[config.mk]
export PLATFORM = sky130hd
export DESIGN_NAME = sdwd_top
export DESIGN_NICKNAME = d
export VERILOG_FILES = /design/src/sdwd_pkg.sv /design/src/sdwd_top.sv /design/src/sdwd_word_decode.sv
export SDC_FILE = /design/constraint.sdc
export NUM_CORES = 1
export LEC_CHECK = 0
export BUFFER_PORTS_ARGS = -buffer_cell sky130_fd_sc_hd__buf_2
export CORE_MARGIN = 1
export CORE_UTILIZATION = 55
export CTS_CLUSTER_DIAMETER = 60
export CTS_CLUSTER_SIZE = 20
export DETAILED_ROUTE_END_ITERATION = 6
export GPL_TIMING_DRIVEN = 0
export PLACE_DENSITY = 0.9
export SLEW_MARGIN = 20
export SYNTH_ARGS = -nofsm -noshare
export SYNTH_HDL_FRONTEND = slang
export SYNTH_SLANG_ARGS = --single-unit
export TNS_END_PERCENT = 100
[constraint.sdc]
create_clock -name aclk -period 4 [get_ports aclk]
set_clock_uncertainty 0.1 [all_clocks]
set_input_delay 0.8 -clock aclk [delete_from_list [all_inputs] [get_ports aclk]]
set_output_delay 0.8 -clock aclk [all_outputs]
set_load 0.01 [all_outputs]
[src/sdwd_pkg.sv]
/*
  Package for the synthesizer programming-word decoder: bus offsets,
  word field positions, select codes and reset values.
  Assumes a 32-bit AXI4-Lite register bus and a single clock.
*/
package sdwd_pkg;

  // AXI4-Lite byte offsets
  localparam logic [7:0] SDWD_OFF_WORD    = 8'h00;  // Programming word in
  localparam logic [7:0] SDWD_OFF_FBDIV   = 8'h04;  // Feedback word readback
  localparam logic [7:0] SDWD_OFF_REFDIV  = 8'h08;
  localparam logic [7:0] SDWD_OFF_CTRL    = 8'h0C;
  localparam logic [7:0] SDWD_OFF_NSPUR   = 8'h10;
  localparam logic [7:0] SDWD_OFF_STATUS  = 8'h14;

  localparam int SDWD_WORD_W = 24;

  // Register select codes, bits [1:0] of every word
  typedef enum logic [1:0] {
    SDWD_SEL_FBDIV  = 2'h0,
    SDWD_SEL_REFDIV = 2'h1,
    SDWD_SEL_CTRL   = 2'h2,
    SDWD_SEL_NSPUR  = 2'h3
  } sdwd_sel_e;

  // Feedback divider word fields
  localparam int SDWD_FRACTIONAL_NUMERATOR_LSB = 2;
  localparam int SDWD_FRACTIONAL_NUMERATOR_W   = 12;
  localparam int SDWD_INT_LSB  = 14;
  localparam int SDWD_INT_W    = 9;
  localparam int SDWD_RLOCK_BIT = 23;

  // Reference divider word fields
  localparam int SDWD_MOD_LSB  = 2;
  localparam int SDWD_MOD_W    = 12;
  localparam int SDWD_MUX_LSB  = 20;
  localparam int SDWD_MUX_W    = 3;
  localparam logic [2:0] SDWD_MUX_RLOCK_SW = 3'h6;

  // Control word fields
  localparam int SDWD_CP_LSB = 7;
  localparam int SDWD_CP_W   = 4;
  localparam logic [3:0] SDWD_CP_MAX = 4'hF;

  // AXI responses
  localparam logic [1:0] SDWD_RESP_OKAY   = 2'h0;
  localparam logic [1:0] SDWD_RESP_SLVERR = 2'h2;

  localparam logic [23:0] SDWD_WORD_RST = 24'h00_0000;

endpackage : sdwd_pkg

[src/sdwd_top.sv]
/*
  Programming-word register bank of a fractional-N synthesizer, reached
  over AXI4-Lite. Software writes whole words to one port; the low two
  bits pick the target register. Outputs feed the divider and charge pump.
  Assumes one 20 MHz clock and a synchronous active-low reset.
*/
// Overview of operation
// Select bits 00 load the feedback divider word.
// Select bits 01 load the reference divider word.
// Select bits 10 load the control word.
// Select bits 11 load the noise and spur word.
// Nine-bit integer value from the feedback word drives the divide factor.
// Twelve-bit fractional numerator from the feedback word goes to interpolator.
// Host keeps numerator at or below the loaded modulus.
// Rapid-lock bit one forces charge-pump current to maximum.
// Rapid-lock bit zero uses the control word's current setting.
// Monitor pin in switch mode pulls low with rapid-lock, else floats.
// New modulus takes effect only at the next feedback word write.
// Select is decoded from the two low bits before other fields.
`timescale 1ns/1ps
`default_nettype none
module sdwd_top (
  // Clock and reset
  input  wire logic        aclk,
  input  wire logic        aresetn,
  // AXI4-Lite write
  input  wire logic [7:0]  s_axi_awaddr,
  input  wire logic        s_axi_awvalid,
  output logic             s_axi_awready,
  input  wire logic [31:0] s_axi_wdata,
  input  wire logic [3:0]  s_axi_wstrb,
  input  wire logic        s_axi_wvalid,
  output logic             s_axi_wready,
  output logic [1:0]       s_axi_bresp,
  output logic             s_axi_bvalid,
  input  wire logic        s_axi_bready,
  // AXI4-Lite read
  input  wire logic [7:0]  s_axi_araddr,
  input  wire logic        s_axi_arvalid,
  output logic             s_axi_arready,
  output logic [31:0]      s_axi_rdata,
  output logic [1:0]       s_axi_rresp,
  output logic             s_axi_rvalid,
  input  wire logic        s_axi_rready,
  // Synthesizer controls
  output logic [8:0]       int_value,
  output logic [11:0]      fractional_numerator,
  output logic [11:0]      fractional_modulus,
  output logic [3:0]       cp_current,
  output logic             rapid_lock,
  // Monitor pin, open drain
  output logic             monitor_pin_o,
  output logic             monitor_pin_oe
);

  typedef struct packed {
    logic        awready;
    logic        wready;
    logic [7:0]  awaddr;
    logic [31:0] wdata;
    logic        aw_got;
    logic        w_got;
    logic        bvalid;
    logic [1:0]  bresp;
    logic        arready;
    logic        rvalid;
    logic [31:0] rdata;
    logic [1:0]  rresp;
    logic [23:0] fbdiv;
    logic [23:0] refdiv;
    logic [23:0] ctrl;
    logic [23:0] nspur;
    logic [11:0] mod_active;
    logic        wr_ok;
    logic [3:0]  cp_cur;
    logic        mon_oe;
  } sdwd_state_s;

  sdwd_state_s s_q, s_d;

  logic ld_fbdiv, ld_refdiv, ld_ctrl, ld_nspur;
  logic word_valid;
  logic [23:0] word;

  assign word       = s_q.wdata[sdwd_pkg::SDWD_WORD_W-1:0];
  assign word_valid = s_q.aw_got && s_q.w_got && !s_q.bvalid
                      && (s_q.awaddr == sdwd_pkg::SDWD_OFF_WORD)
                      && s_q.wr_ok;

  sdwd_word_decode u_dec (
    .sel_bits   (word[1:0]),
    .word_valid (word_valid),
    .ld_fbdiv   (ld_fbdiv),
    .ld_refdiv  (ld_refdiv),
    .ld_ctrl    (ld_ctrl),
    .ld_nspur   (ld_nspur)
  );

  function automatic logic [31:0] rd_mux(input logic [7:0] a, input sdwd_state_s s);
    case (a)
      sdwd_pkg::SDWD_OFF_FBDIV:  rd_mux = {8'h00, s.fbdiv};
      sdwd_pkg::SDWD_OFF_REFDIV: rd_mux = {8'h00, s.refdiv};
      sdwd_pkg::SDWD_OFF_CTRL:   rd_mux = {8'h00, s.ctrl};
      sdwd_pkg::SDWD_OFF_NSPUR:  rd_mux = {8'h00, s.nspur};
      sdwd_pkg::SDWD_OFF_STATUS: rd_mux = {15'h0000, s.mon_oe, s.cp_cur, s.mod_active};
      default:                   rd_mux = 32'h0000_0000;
    endcase
  endfunction : rd_mux

  function automatic logic rd_hit(input logic [7:0] a);
    rd_hit = (a == sdwd_pkg::SDWD_OFF_FBDIV)  || (a == sdwd_pkg::SDWD_OFF_REFDIV) ||
             (a == sdwd_pkg::SDWD_OFF_CTRL)   || (a == sdwd_pkg::SDWD_OFF_NSPUR)  ||
             (a == sdwd_pkg::SDWD_OFF_STATUS);
  endfunction : rd_hit

  logic        rlock_n;
  logic [3:0]  ctrl_cp_n;
  logic [2:0]  mux_n;

  always_comb begin
    s_d = s_q;
    // Write channel: take address and data in either order
    s_d.awready = !s_q.aw_got && !s_q.awready && !s_q.bvalid;
    s_d.wready  = !s_q.w_got && !s_q.wready && !s_q.bvalid;
    if (s_axi_awvalid && s_q.awready) begin
      s_d.awaddr  = s_axi_awaddr;
      s_d.aw_got  = 1'b1;
      s_d.awready = 1'b0;
    end
    if (s_axi_wvalid && s_q.wready) begin
      s_d.wdata  = s_axi_wdata;
      s_d.wr_ok  = &s_axi_wstrb[2:0];
      s_d.w_got  = 1'b1;
      s_d.wready = 1'b0;
    end
    if (s_q.aw_got && s_q.w_got && !s_q.bvalid) begin
      s_d.bvalid = 1'b1;
      // Partial words are refused: a word must arrive whole
      s_d.bresp  = (s_q.awaddr == sdwd_pkg::SDWD_OFF_WORD && s_q.wr_ok)
                   ? sdwd_pkg::SDWD_RESP_OKAY : sdwd_pkg::SDWD_RESP_SLVERR;
      if (ld_fbdiv) begin
        s_d.fbdiv      = word;
        s_d.mod_active = s_q.refdiv[sdwd_pkg::SDWD_MOD_LSB +: sdwd_pkg::SDWD_MOD_W];
      end
      if (ld_refdiv) s_d.refdiv = word;
      if (ld_ctrl)   s_d.ctrl   = word;
      if (ld_nspur)  s_d.nspur  = word;
    end
    if (s_q.bvalid && s_axi_bready) begin
      s_d.bvalid = 1'b0;
      s_d.aw_got = 1'b0;
      s_d.w_got  = 1'b0;
    end
    // Read channel
    s_d.arready = !s_q.arready && !s_q.rvalid;
    if (s_axi_arvalid && s_q.arready) begin
      s_d.arready = 1'b0;
      s_d.rvalid  = 1'b1;
      s_d.rdata   = rd_mux(s_axi_araddr, s_q);
      s_d.rresp   = rd_hit(s_axi_araddr) ? sdwd_pkg::SDWD_RESP_OKAY
                                         : sdwd_pkg::SDWD_RESP_SLVERR;
    end
    if (s_q.rvalid && s_axi_rready) s_d.rvalid = 1'b0;
    // Derived from the next state so they change on the same edge as the words
    rlock_n   = s_d.fbdiv[sdwd_pkg::SDWD_RLOCK_BIT];
    ctrl_cp_n = s_d.ctrl[sdwd_pkg::SDWD_CP_LSB +: sdwd_pkg::SDWD_CP_W];
    mux_n     = s_d.refdiv[sdwd_pkg::SDWD_MUX_LSB +: sdwd_pkg::SDWD_MUX_W];
    s_d.cp_cur = rlock_n ? sdwd_pkg::SDWD_CP_MAX : ctrl_cp_n;       // see R8
    s_d.mon_oe = (mux_n == sdwd_pkg::SDWD_MUX_RLOCK_SW) && rlock_n;
  end

  always_ff @(posedge aclk) begin
    if (!aresetn) begin
      s_q <= '0;
    end else begin
      s_q <= s_d;
    end
  end

  assign s_axi_awready  = s_q.awready;
  assign s_axi_wready   = s_q.wready;
  assign s_axi_bvalid   = s_q.bvalid;
  assign s_axi_bresp    = s_q.bresp;
  assign s_axi_arready  = s_q.arready;
  assign s_axi_rvalid   = s_q.rvalid;
  assign s_axi_rdata    = s_q.rdata;
  assign s_axi_rresp    = s_q.rresp;
  assign int_value      = s_q.fbdiv[sdwd_pkg::SDWD_INT_LSB +: sdwd_pkg::SDWD_INT_W];
  // Numerator above modulus is the host's fault and is passed on unchecked
  assign fractional_numerator = s_q.fbdiv[sdwd_pkg::SDWD_FRACTIONAL_NUMERATOR_LSB +: sdwd_pkg::SDWD_FRACTIONAL_NUMERATOR_W];
  assign fractional_modulus   = s_q.mod_active;
  assign rapid_lock     = s_q.fbdiv[sdwd_pkg::SDWD_RLOCK_BIT];
  assign cp_current     = s_q.cp_cur;
  // Open drain: only ever drives low
  assign monitor_pin_o  = 1'b0;
  assign monitor_pin_oe = s_q.mon_oe;

  chk_rlock_cp_max: assert property (@(posedge aclk) disable iff (!aresetn)
    rapid_lock |-> cp_current == sdwd_pkg::SDWD_CP_MAX)
    else $error("cp current not max under rapid lock");
  chk_cp_from_ctrl: assert property (@(posedge aclk) disable iff (!aresetn)
    !rapid_lock |-> cp_current == s_q.ctrl[sdwd_pkg::SDWD_CP_LSB +: sdwd_pkg::SDWD_CP_W])
    else $error("cp current not from control word");
  chk_mon_pull: assert property (@(posedge aclk) disable iff (!aresetn)
    monitor_pin_oe == (rapid_lock &&
      s_q.refdiv[sdwd_pkg::SDWD_MUX_LSB +: sdwd_pkg::SDWD_MUX_W] == sdwd_pkg::SDWD_MUX_RLOCK_SW))
    else $error("monitor pin drive mismatch");
  chk_fb_load: assert property (@(posedge aclk) disable iff (!aresetn)
    ld_fbdiv |=> s_q.fbdiv == $past(word))
    else $error("feedback word not loaded");
  chk_ref_load: assert property (@(posedge aclk) disable iff (!aresetn)
    ld_refdiv |=> s_q.refdiv == $past(word) && $stable(s_q.fbdiv))
    else $error("reference word not loaded");
  chk_ctrl_load: assert property (@(posedge aclk) disable iff (!aresetn)
    ld_ctrl |=> s_q.ctrl == $past(word))
    else $error("control word not loaded");
  chk_nspur_load: assert property (@(posedge aclk) disable iff (!aresetn)
    ld_nspur |=> s_q.nspur == $past(word))
    else $error("noise word not loaded");
  chk_mod_hold: assert property (@(posedge aclk) disable iff (!aresetn)
    !ld_fbdiv |=> $stable(fractional_modulus))
    else $error("modulus changed without feedback write");
  chk_int_field: assert property (@(posedge aclk) disable iff (!aresetn)
    ld_fbdiv |=> int_value == $past(word[sdwd_pkg::SDWD_INT_LSB +: sdwd_pkg::SDWD_INT_W]))
    else $error("integer value wrong");

endmodule : sdwd_top
`default_nettype wire

[src/sdwd_word_decode.sv]
/*
  Decodes one programming word into one-hot load strobes.
  Assumes word_valid is a one-cycle pulse in the aclk domain.
*/
`timescale 1ns/1ps
`default_nettype none
module sdwd_word_decode (
  // Word in
  input  wire logic [1:0] sel_bits,
  input  wire logic       word_valid,
  // Strobes
  output logic            ld_fbdiv,
  output logic            ld_refdiv,
  output logic            ld_ctrl,
  output logic            ld_nspur
);
  // Select is decided from bits [1:0] alone before any field is used
  always_comb begin
    ld_fbdiv  = word_valid && (sel_bits == sdwd_pkg::SDWD_SEL_FBDIV);
    ld_refdiv = word_valid && (sel_bits == sdwd_pkg::SDWD_SEL_REFDIV);
    ld_ctrl   = word_valid && (sel_bits == sdwd_pkg::SDWD_SEL_CTRL);
    ld_nspur  = word_valid && (sel_bits == sdwd_pkg::SDWD_SEL_NSPUR);
  end
endmodule : sdwd_word_decode
`default_nettype wire

After elaboration in Yosys (flattened, before gate mapping):

Cells that the tools add are included.

* register bits: 189
* bits of input ports: 59
* word-level logic and storage cells: 86
* output and inout port bits: 81

* mux-type cells: 10
* bitwise operators: 1
* reduce and logical (&&, ||, !) cells: 43
* eq/ne operators: 9

Operators by type and width (number)
* case mux 24 bit (5 select lines): 1
* two-way mux 108 bit: 1
* two-way mux 24 bit: 4
* logical AND 1 bit: 20
* equality test 8 x 4 -> 1 bit, second input constant: 2
* equality test 8 x 5 -> 1 bit, second input constant: 2
* two-way mux 12 bit: 1
* OR reduction 2 bit: 5
* equality test 8 x 3 -> 1 bit, second input constant: 1
* logical NOT 8 bit: 1
* AND reduction 2 bit: 4
* logical NOT 1 bit: 7
* equality test 2 bit, second input constant: 2
* logical OR 1 bit: 4
* two-way mux 2 bit: 2
* two-way mux 4 bit: 1
* equality test 3 bit, second input constant: 1
* AND reduction 3 bit: 1
* equality test 2 x 1 -> 1 bit, second input constant: 1
* logical NOT 2 bit: 1
* inverter 1 bit: 1

Logic depth before layout (Yosys ltp):

Gate-level depths: netlist (run 1).

* word-level depth: 9
* depth in mapped cells: 7
* depth with buffers taken out: 4

Modules after synthesis:

A second synthesis (run 1) with hierarchy kept.

* cell total of the unflattened synthesis: 912
* area total of the unflattened synthesis: 7542.2 µm²

Modules (own cells, without submodules)
* sdwd_top: times used 1, area each 7504.7 µm², seq. area each 3583.4 µm², cells each 908
* sdwd_word_decode: times used 1, area each 37.5 µm², seq. area each 0.0 µm², cells each 4

Worst setup path after synthesis (run 1):

No wires, ideal clock.

* kind: input-to-reg
* start: input s_axi_araddr[0]
* end: register s_q (netlist bit s_axi_rdata[0])
* data arrival time: 2.009 ns
* cell stages on the path: 5
* buffers on the path: 1
* library setup time: 0.074 ns
* setup slack: 1.817 ns
* required time: 3.826 ns
* path through: or4_4 nor3_4 buf_6 nand2_1 a31oi_1

* word-level cells in the longest chain between the ends: 2
* elaborated cells between the ends (all ways): 6
* classes of those cells: eq/ne: 5; mux: 1

RTL lines
* start, declared: RTL line sdwd_top.sv:38 `input wire logic [7:0] s_axi_araddr,`
* equality test 8 x 5 -> 1 bit (tied with other cells): RTL line sdwd_top.sv:100 `case (a)`
* case mux 24 bit (5 select lines) (*): RTL line sdwd_top.sv:100
* end signal, assigned: RTL line sdwd_top.sv:174 `s_q <= '0;`
* end signal, assigned: RTL line sdwd_top.sv:176 `s_q <= s_d;`
* end, declared: RTL line sdwd_top.sv:79 `sdwd_state_s s_q, s_d;`

Mark *: on every way between the ends. The rest lies on a longest branch, timed or not.
A chain may end at the register's enable or synchronous reset.

==> flow_metrics.py, run 1 <==
metrics = {
    "setup_path": {
        "cpMaxStageDelayCell": "clkbuf_1",
        "required_ns": 4.25,
        "critPathBufInv": 2,
        "critPathCaptureType": "flop",
        "slowest_delay_ns": 0.53,
        "critPathKind": "primary input to flop",
        "crit_fanout": 10,
        "crit_top_cell": "clkbuf_1",
        "crit_arrival_ns": 2.58,
        "path_cells": "clkbuf_1 -> clkbuf_1 -> nand4_1 -> o21ai_0",
        "critPathLaunchType": "primary input",
        "cp_top_family": "buffers and inverters",
    },
    "synth": {
        "synthTopCellsByCount": "nand2_1, dfxtp_1, a21oi_1",
        "syn_area_per_cell_um2": 8.605,
        "netlist_instances": 900,
        "ys.flop_type": "dfxtp_1",
        "synth-seq-cells": 179,
        "synthTopCellsByArea": "dfxtp_1, mux2i_1, nand2_1",
        "synth_top_area_share": 0.4627,
        "synth.most_common_cell": "nand2_1",
        "post_synth_num_cell_types": 47,
        "ys_warn_count": 0,
        "synth_area_leader_cell": "dfxtp_1",
        "synthArstFlopShare": 0,
        "synth_edf_count": 0,
        "yosysSeqAreaShare": 0.4627,
        "synth_area_um2": 7745,
    },
    "floorplan": {
        "core_area_um2": 13510,
        "io_pins": 140,
        "start_util": 0.5735,
        "die-area_um2": 14560,
        "die_w_um": 120.7,
        "placementRows": 42,
        "die_y_um": 120.7,
    },
    "cts": {
        "cts-root-buf": "clkbuf_16",
        "cts_max_level": 4,
        "cts_buffer_depth": 2,
        "cts_sinks": 179,
        "cts_tree": "done",
        "postCtsHoldBufs": 0,
        "insertion_delay_ns": 0.44,
        "cts_made_buffers": 17,
        "postCtsSetupBuffers": 0,
        "clkSlewWorstSetupHoldPaths_ns": 0.07,
        "cts.repair.resized": 0,
    },
    "placement": {
        "post-dp-hpwl_mm": 14.98,
        "gp_congestion": 0.9274,
        "portBuffers": 115,
        "dp_cells": 1201,
        "placed_area_um2": 8578,
    },
    "routing": {
        "viasPerCell": 5.647,
        "firstDrtPassIters": 7,
        "drc": 8,
        "top_layer": "met4",
        "wl_met1_mm": 8.614,
        "route.met2.wl_mm": 9.961,
        "drt_iter0_drc": 737,
        "via_count": 6963,
        "drtAntennaViolNets": 0,
        "drt_wl_total_mm": 21.47,
        "routedWlPerCell_um": 17.42,
        "route.met3.wl_mm": 2.181,
    },
    "sta": {
        "final_hold_viol_count": 0,
        "setup_violations": 0,
        "rsz0062_at_grt": "false",
        "slew_violations": 0,
        "tns_ns": 0,
        "slew_headroom": 0.4825,
        "min_period_ns": 2.334,
        "fin_crit_sh": 0.5836,
        "timing.fmax_ghz": 0.4284,
        "tightest_slew_ns": 0.7546,
    },
    "finish": {
        "stdcell_count": 1233,
        "final_nets": 1103,
        "postLayoutCellArea_um2": 9146,
        "fin_util": 0.6772,
        "synthToLayoutAreaGrowth_pct": 18.09,
        "drive_gt1_frac": 0.2346,
        "diodes": 0,
    },
    "power": {
        "static-leakage-power_nw": 3.944,
        "irDropWorstVdd_mv": 0.3205,
        "total_power_mw": 3.708,
        "power_density_nw_per_um2": 405.4,
    },
    "global_routing": {
        "grt_pass1_wl_mm": 33.38,
        "grt-ovfl-total": 0,
        "grt_pass1_vias": 6450,
        "antenna_found_initial": 0,
        "track_usage": 0.3026,
        "grt_max_degree": 17,
    },
    "run_status": {
        "outcome": "finished, violations left",
        "failed_checks": "design-rule violations",
    },
    "worst_hold_path": {
        "hold_class": "flop to flop",
    },
    "job": {
        "max_cap_violations": 0,
    },
}
-- state kept, by name, summed over array words and instances, names as in the netlist, 4 cells and up --
name and flops:
s_q 109, s_axi_rdata 24, fractional_modulus 12, fractional_numerator 12
int_value 9, cp_current 4
-- cells by family (layout without fill, tap and decap cells) --
family / after synthesis / after routing / synth area share
compound gates: 184 / 184 / 0.1336
other cells: 1 / 11 / 0.0004842
simple gates: 315 / 315 / 0.1847
mux: 81 / 81 / 0.1047
flops: 179 / 179 / 0.4627
buf+inv: 140 / 287 / 0.1139
-- layout by cell type (no fill, tap or decap), drive strengths merged --
cell type	n
a22oi	15
nand4b	2
nor4bb	1
bufinv	2
clkbuf	60
a21oi	99
and3	11
nand3	8
or2	4
nand4	6
nand2b	8
nor4	1
conb	11
nor3	6
or4	1
nor2	57
a31oi	9
and4	4
dfxtp	179
nor4b	3
clkinvlp	3
o21ai	34
buf	211
inv	3
clkinv	8
nand2	189
o22a	7
nand3b	7
o22ai	15
nor2b	3
or3b	1
o21a	2
mux2i	81
a41oi	1
a311oi	1
and3b	1
and2	2
a21boi	1
-- per-layer routing --
metal / up-vias / GRT usage
met3: 67 / 0.08962
met5: - / 0
li1: 3269 / -
met1: 3204 / 0.3835
met2: 423 / 0.4795
met4: 0 / 0.1258
-- stage by stage --
stage	hold slack, ns	setup slack, ns
after floorplan	0.3146	1.817
after global placement	0.3226	1.419
after detailed placement	0.3325	1.375
after CTS	0.3415	1.757
after global routing	0.3541	1.574
final	0.3380	1.666
-- where the power goes --
group	total, mW	switching [mW]	internal (mW)	leakage (nW)
Combinational	0.242	0.149	0.0931	2.22
Clock	1.62	0.701	0.915	0.276
Sequential	1.85	0.0351	1.82	1.45
Total	3.71	0.885	2.82	3.94
-- layout make-up --
class                      count  area (um^2)
fill                        1053         4359
clock inverter                14        138.9
inverter                       2        7.507
tap                          176        220.2
sequential                   179         3583
multi-input combinational    591         3317
buffer                       138        874.6
timing repair buffer         115        575.6
clock buffer                  18        429.2
-- path summary, 6_finish.rpt --
kind	start	to	slack [ns]	depth (start not counted)
worst max-delay path	aresetn	s_axi_rdata[20]	1.67	4
worst min-delay path	s_axi_arready	s_axi_arready	0.34	1
worst max register to register	s_q[194]	monitor_pin_oe	1.74	4
worst min register to register	s_axi_arready	s_axi_arready	0.34	1
(Power assumes the default switching activity.)
==> inputs of run 2 (changes only) <==
CORE_UTILIZATION = 50   (was 55)
PLACE_DENSITY = 0.87   (was 0.9)
clock period = 2.1 ns   (was 4 ns; I/O delays follow)
==> run 2 against run 1 <==
The run now ends clean. Wire length fell by 1.1%. Final cell count rose by 1.1%. Flip-flop and latch count did not move. Die area rose by 9.8%. Worst setup slack got worse by 1.5 ns. Design area rose by 0.52%. Critical path depth rose by 1. First-iteration DRC count fell by 21%. Hold slack got worse by 0.22 ns. Clock-buffer cell count rose by 7. Sequential share of layout area fell by 0.20 points. Combinational power rose by 94%. Critical path type is now flop to flop. Highest routed layer unchanged.
==> flow_metrics.py, run 2 (same netlist as run 1, synthesis figures left out) <==
metrics = {
    "setup_path": {
        "reg2regPathDepth": 5,
        "critPathLaunchType": "flop",
        "regToRegSetupSlack_ns": 0.14,
        "critPathCaptureType": "flop",
        "required_ns": 2.30,
        "crit_fanout": 10,
        "crit_arrival_ns": 2.16,
        "r2r-start": "s_q[156]",
        "critPathKind": "flop to flop",
        "rr_endpoint": "s_q[78]",
    },
    "sta": {
        "setup_violations": 0,
        "tightest_slew_ns": 0.6839,
        "slew_violations": 0,
        "fin_crit_sh": 0.9338,
        "timing.hold.ws_ns": 0.1174,
        "final_hold_viol_count": 0,
        "min_period_ns": 1.961,
        "timing.fmax_ghz": 0.5099,
        "rsz0062_at_grt": "false",
        "slew_headroom": 0.5424,
    },
    "power": {
        "irDropWorstVdd_mv": 0.6016,
        "combPwrFrac": 0.067,
        "static-leakage-power_nw": 3.955,
        "p_int_mw": 5.306,
        "clkPwrFrac": 0.426,
        "power_density_nw_per_um2": 757.6,
        "switchingPower_mw": 1.659,
        "total_power_mw": 6.965,
        "switching_share": 0.2381,
        "seq_power_share": 0.506,
    },
    "floorplan": {
        "start_util": 0.5114,
        "core_area_um2": 15150,
        "io_pins": 140,
        "placementRows": 45,
        "die_w_um": 126.5,
        "die_y_um": 126.5,
        "die-area_um2": 15990,
    },
    "routing": {
        "viasPerCell": 5.490,
        "drt_wl_total_mm": 21.23,
        "drtAntennaViolNets": 0,
        "firstDrtPassIters": 5,
        "routedWlPerCell_um": 17.03,
        "drc": 0,
        "via_count": 6846,
        "drt_iter0_drc": 584,
    },
    "cts": {
        "postCtsHoldBufs": 0,
        "clkSlewWorstSetupHoldPaths_ns": 0.06,
        "insertion_delay_ns": 0.44,
        "cts_sinks": 179,
        "cts_max_level": 4,
        "cts-root-buf": "clkbuf_16",
        "cts_tree": "done",
        "cts_buffer_depth": 2,
        "cts_made_buffers": 17,
    },
    "worst_hold_path": {
        "whs_path_depth": 3,
        "hp-start": "s_axi_wdata[23]",
        "hold_class": "primary input to flop",
        "whs_endpoint": "s_q[178]",
    },
    "placement": {
        "dp_cells": 1213,
        "gp_congestion": 0.9176,
        "post-dp-hpwl_mm": 15.38,
        "portBuffers": 115,
    },
    "finish": {
        "most-common-layout-cells": "nand2_1, dfxtp_1, buf_2, a21oi_1, buf_4",
        "stdcell_count": 1247,
        "drive_gt1_frac": 0.2380,
        "regMostFlops": "s_q",
        "diodes": 0,
        "final_nets": 1105,
        "synthToLayoutAreaGrowth_pct": 18.71,
        "largest_reg_flops": 109,
        "layout_commonest_cell": "nand2_1",
    },
    "global_routing": {
        "grt_pass1_wl_mm": 33.06,
        "track_usage": 0.2694,
        "antenna_found_initial": 0,
        "grt_max_degree": 17,
        "grt-ovfl-total": 0,
        "grt_pass1_vias": 6357,
    },
    "job": {
        "max_cap_violations": 0,
    },
    "run_status": {
        "outcome": "complete, no violations",
    },
}
## run 2: cell count changes in the layout (fill, tap and decap cells not counted), moves of 2 or more
| cell | delta |
|---|---|
| clkinv_2 | -4 |
| clkbuf_2 | +2 |
| clkbuf_8 | +5 |
| bufinv_16 | -2 |
## run 2: how the worst max path moves through the flow
stage                                          end  depth (start not counted)       startpoint  slack [ns]
final                                      s_q[78]                          5         s_q[156]        0.14
after CTS                 fractional_numerator[10]                          6     s_axi_bvalid      -0.003
after global placement             s_axi_rdata[22]                          4          aresetn       -0.10
after floorplan                     s_axi_rdata[0]                          5  s_axi_araddr[0]        0.30
after detailed placement           s_axi_rdata[19]                          4          aresetn       -0.14
after global routing                       s_q[84]                          6     s_axi_bvalid      0.0009
## run 2: metal layers
metal  vias up  routed length [um]  GRT usage  share of wire
li1       3261                   -          -              -
met1      3156                8720     0.3380           0.41
met2       358                9773     0.4374           0.46
met3        71                1967    0.05778          0.093
met4         0                 773     0.1382          0.036
met5         -                   0          0              0
## run 2: worst max-delay path, stage by stage (launching register included)
cell      delay (ns)
dfxtp_1         0.35
nor4b_1         0.45
nand4_1         0.36
clkbuf_1        0.34
nand2_1         0.15
a21oi_1         0.07
## run 2: cell type report
class                   instances  area (um^2)
multi-input cells             591         3342
clock buffers                  25        505.5
fillers                      1288         5952
inverters                       2        7.507
flip-flops and latches        179         3583
well taps                     188        235.2
clock inverters                 7        48.80
repair buffers                117        590.6
plain buffers                 138        880.8
## run 2: what timing repair did
item / CTS / global route
setup endpoints to repair: 2 / 75
pin swaps: 0 / 2
buffers inserted: 0 / 2
gates resized for setup: 1 / 8
gates cloned: 0 / 0
## run 2: per-stage QoR
| step | area [um^2] | util | TNS (ns) | setup WS (ns) |
|---|---|---|---|---|
| finish | 9194 | 0.6070 | 0 | 0.1389 |
| global route | 9194 | 0.6070 | 0 | 0.0009246 |
| CTS | 9151 | 0.6042 | -0.003208 | -0.003208 |
| detailed placement | 8593 | 0.5674 | -1.503 | -0.1421 |
| global placement | 8593 | 0.5674 | -0.8467 | -0.1047 |
| floorplan | 7782 | - | 0 | 0.2969 |
## run 2: power by group through the flow
| stage | registers [mW] | logic [mW] | clock network, mW |
|---|---|---|---|
| floorplan | 3.58 | 0.292 | 0 |
| global placement | 3.60 | 0.446 | 0 |
| detailed placement | 3.60 | 0.455 | 0 |
| CTS | 3.52 | 0.458 | 2.97 |
| global route | 3.53 | 0.510 | 3.11 |
| finish | 3.53 | 0.469 | 2.97 |
==> inputs of run 3 (changes only) <==
CORE_ASPECT_RATIO = 1.1   (was not set)
==> run 3 against run 2 <==
The run now ends with design-rule violations left. Final cell count grew 0.88%. Clock power grew 18%. Clock-buffer cell count shrank 3. Worst setup slack lost 0.081 ns. Via count is essentially flat. Hold slack lost 0.0024 ns. Total power grew 7.8%. Critical path depth grew 2. Die area is essentially flat. Critical endpoint is now s_q[57].
==> flow_metrics.py, run 3 (same netlist as run 1, synthesis figures left out) <==
metrics = {
    "placement": {
        "gp_congestion": 0.8984,
        "placed_area_um2": 8603,
        "portBuffers": 115,
        "dp_cells": 1221,
        "post-dp-hpwl_mm": 15.27,
    },
    "routing": {
        "routedWlPerCell_um": 17.08,
        "viasPerCell": 5.437,
        "firstDrtPassIters": 7,
        "drc": 1,
        "drt_iter0_drc": 581,
        "drt_wl_total_mm": 21.49,
        "via_count": 6840,
        "drtAntennaViolNets": 0,
    },
    "setup_path": {
        "critPathLaunchType": "flop",
        "critPathKind": "flop to flop",
        "required_ns": 2.30,
        "crit_arrival_ns": 2.24,
        "path_cells": "and3b_1 -> clkbuf_2 -> nand4_1 -> buf_4 -> buf_4 -> mux2i_1 -> nor2_1",
        "cpMaxStageDelayCell": "dfxtp_1",
        "critPathCaptureType": "flop",
        "crit_top_cell": "buf_4",
        "slowest_delay_ns": 0.40,
        "crit_fanout": 10,
    },
    "finish": {
        "drive_gt1_frac": 0.2429,
        "most-common-layout-cells": "nand2_1, dfxtp_1, buf_2, a21oi_1, buf_4",
        "stdcell_count": 1258,
        "final_nets": 1108,
        "nFillCells": 1266,
        "layout.area.seq_um2": 3583,
        "postLayoutCellArea_um2": 9340,
        "synthToLayoutAreaGrowth_pct": 20.60,
        "diodes": 0,
        "layout_commonest_cell": "nand2_1",
        "largest_reg_flops": 109,
        "regMostFlops": "s_q",
        "multi_input_area_um2": 3351,
    },
    "cts": {
        "cts_max_level": 4,
        "cts_made_buffers": 17,
        "cts_tree": "done",
        "clkSlewWorstSetupHoldPaths_ns": 0.07,
        "cts_sinks": 179,
        "cts_buffer_depth": 2,
        "insertion_delay_ns": 0.43,
        "cts-root-buf": "clkbuf_16",
    },
    "global_routing": {
        "track_usage": 0.2728,
        "grt_pass1_vias": 6512,
        "grt_pass1_wl_mm": 33.80,
        "grt_max_degree": 17,
        "grt-ovfl-total": 0,
        "antenna_found_initial": 1,
    },
    "sta": {
        "setup_violations": 0,
        "fin_crit_sh": 0.9725,
        "min_period_ns": 2.042,
        "final_hold_viol_count": 0,
        "tightest_slew_ns": 0.6625,
        "slew_violations": 0,
        "timing.fmax_ghz": 0.4896,
        "slew_headroom": 0.5583,
    },
    "power": {
        "total_power_mw": 7.505,
        "power_density_nw_per_um2": 803.5,
        "static-leakage-power_nw": 4.023,
        "irDropWorstVdd_mv": 0.4755,
    },
    "floorplan": {
        "die-area_um2": 15990,
        "die_y_um": 132.5,
        "placementRows": 47,
        "die_w_um": 120.7,
        "io_pins": 140,
        "start_util": 0.5125,
        "core_area_um2": 15110,
    },
    "run_status": {
        "failed_checks": "design-rule violations",
        "outcome": "finished, violations left",
    },
    "worst_hold_path": {
        "hold_class": "primary input to flop",
    },
    "job": {
        "max_cap_violations": 0,
    },
}
-- run 3: routing by layer --
| layer | track usage | up-vias | part of all wire | wire [um] |
|---|---|---|---|---|
| li1 | - | 3278 | - | - |
| met3 | 0.07457 | 67 | 0.095 | 2045 |
| met1 | 0.3400 | 3110 | 0.40 | 8611 |
| met2 | 0.4464 | 383 | 0.47 | 10080 |
| met4 | 0.1063 | 2 | 0.034 | 736 |
| met5 | 0 | - | 0.00060 | 13 |
-- run 3: through the flow --
| step | setup TNS, ns | setup WS (ns) | hold slack, ns | utilization |
|---|---|---|---|---|
| 3_5_place_dp | -0.8649 | -0.1423 | 0.3281 | 0.5693 |
| 6_report | 0 | 0.05768 | 0.1150 | 0.6180 |
| 3_3_place_gp | -0.4787 | -0.07707 | 0.3192 | 0.5693 |
| 5_1_grt | -0.01318 | -0.01318 | 0.1272 | 0.6180 |
| 4_1_cts | -0.02227 | -0.02227 | 0.1106 | 0.6134 |
| 2_1_floorplan | 0 | 0.2969 | 0.3146 | - |
-- run 3: what timing repair did --
item                       in CTS  in global routing
buffers inserted                0                  5
setup endpoints to repair       2                 55
gates resized for setup         1                  8
pin swaps                       0                  3
cloned                          0                  0
hold buffers                    0                  0
-- run 3: final timing paths --
path / slack (ns) / start / end / cells past startpoint
worst max-delay path: 0.06 / s_axi_bvalid / s_q[57] / 7
worst min-delay path: 0.11 / s_axi_wdata[22] / s_q[177] / 3
worst max register to register: 0.06 / s_axi_bvalid / s_q[57] / 7
worst min register to register: 0.34 / s_axi_arready / s_axi_arready / 1
-- run 3: cell type report --
| cell class | count | share of cell area |
|---|---|---|
| flip-flops and latches | 179 | 0.3837 |
| multi-input cells | 591 | 0.3587 |
| plain buffers | 138 | 0.09390 |
| repair buffers | 120 | 0.06564 |
| clock buffers | 22 | 0.05291 |
| well taps | 196 | 0.02626 |
| clock inverters | 10 | 0.01808 |
| inverters | 2 | 0.0008038 |
-- run 3: power breakdown --
group / switching [mW] / leakage [nW] / internal [mW] / total [mW]
logic: 0.289 / 2.26 / 0.181 / 0.470
clock network: 1.35 / 0.316 / 2.16 / 3.51
registers: 0.0681 / 1.45 / 3.46 / 3.53
total: 1.70 / 4.02 / 5.80 / 7.51
-- run 3: critical path: cells and delay by family, from the launching register on --
kind                   cells  cell delay, ns
buffers and inverters      3            0.77
flip-flops                 1            0.40
AND/OR/NAND/NOR            3            0.38
multiplexers               1            0.25
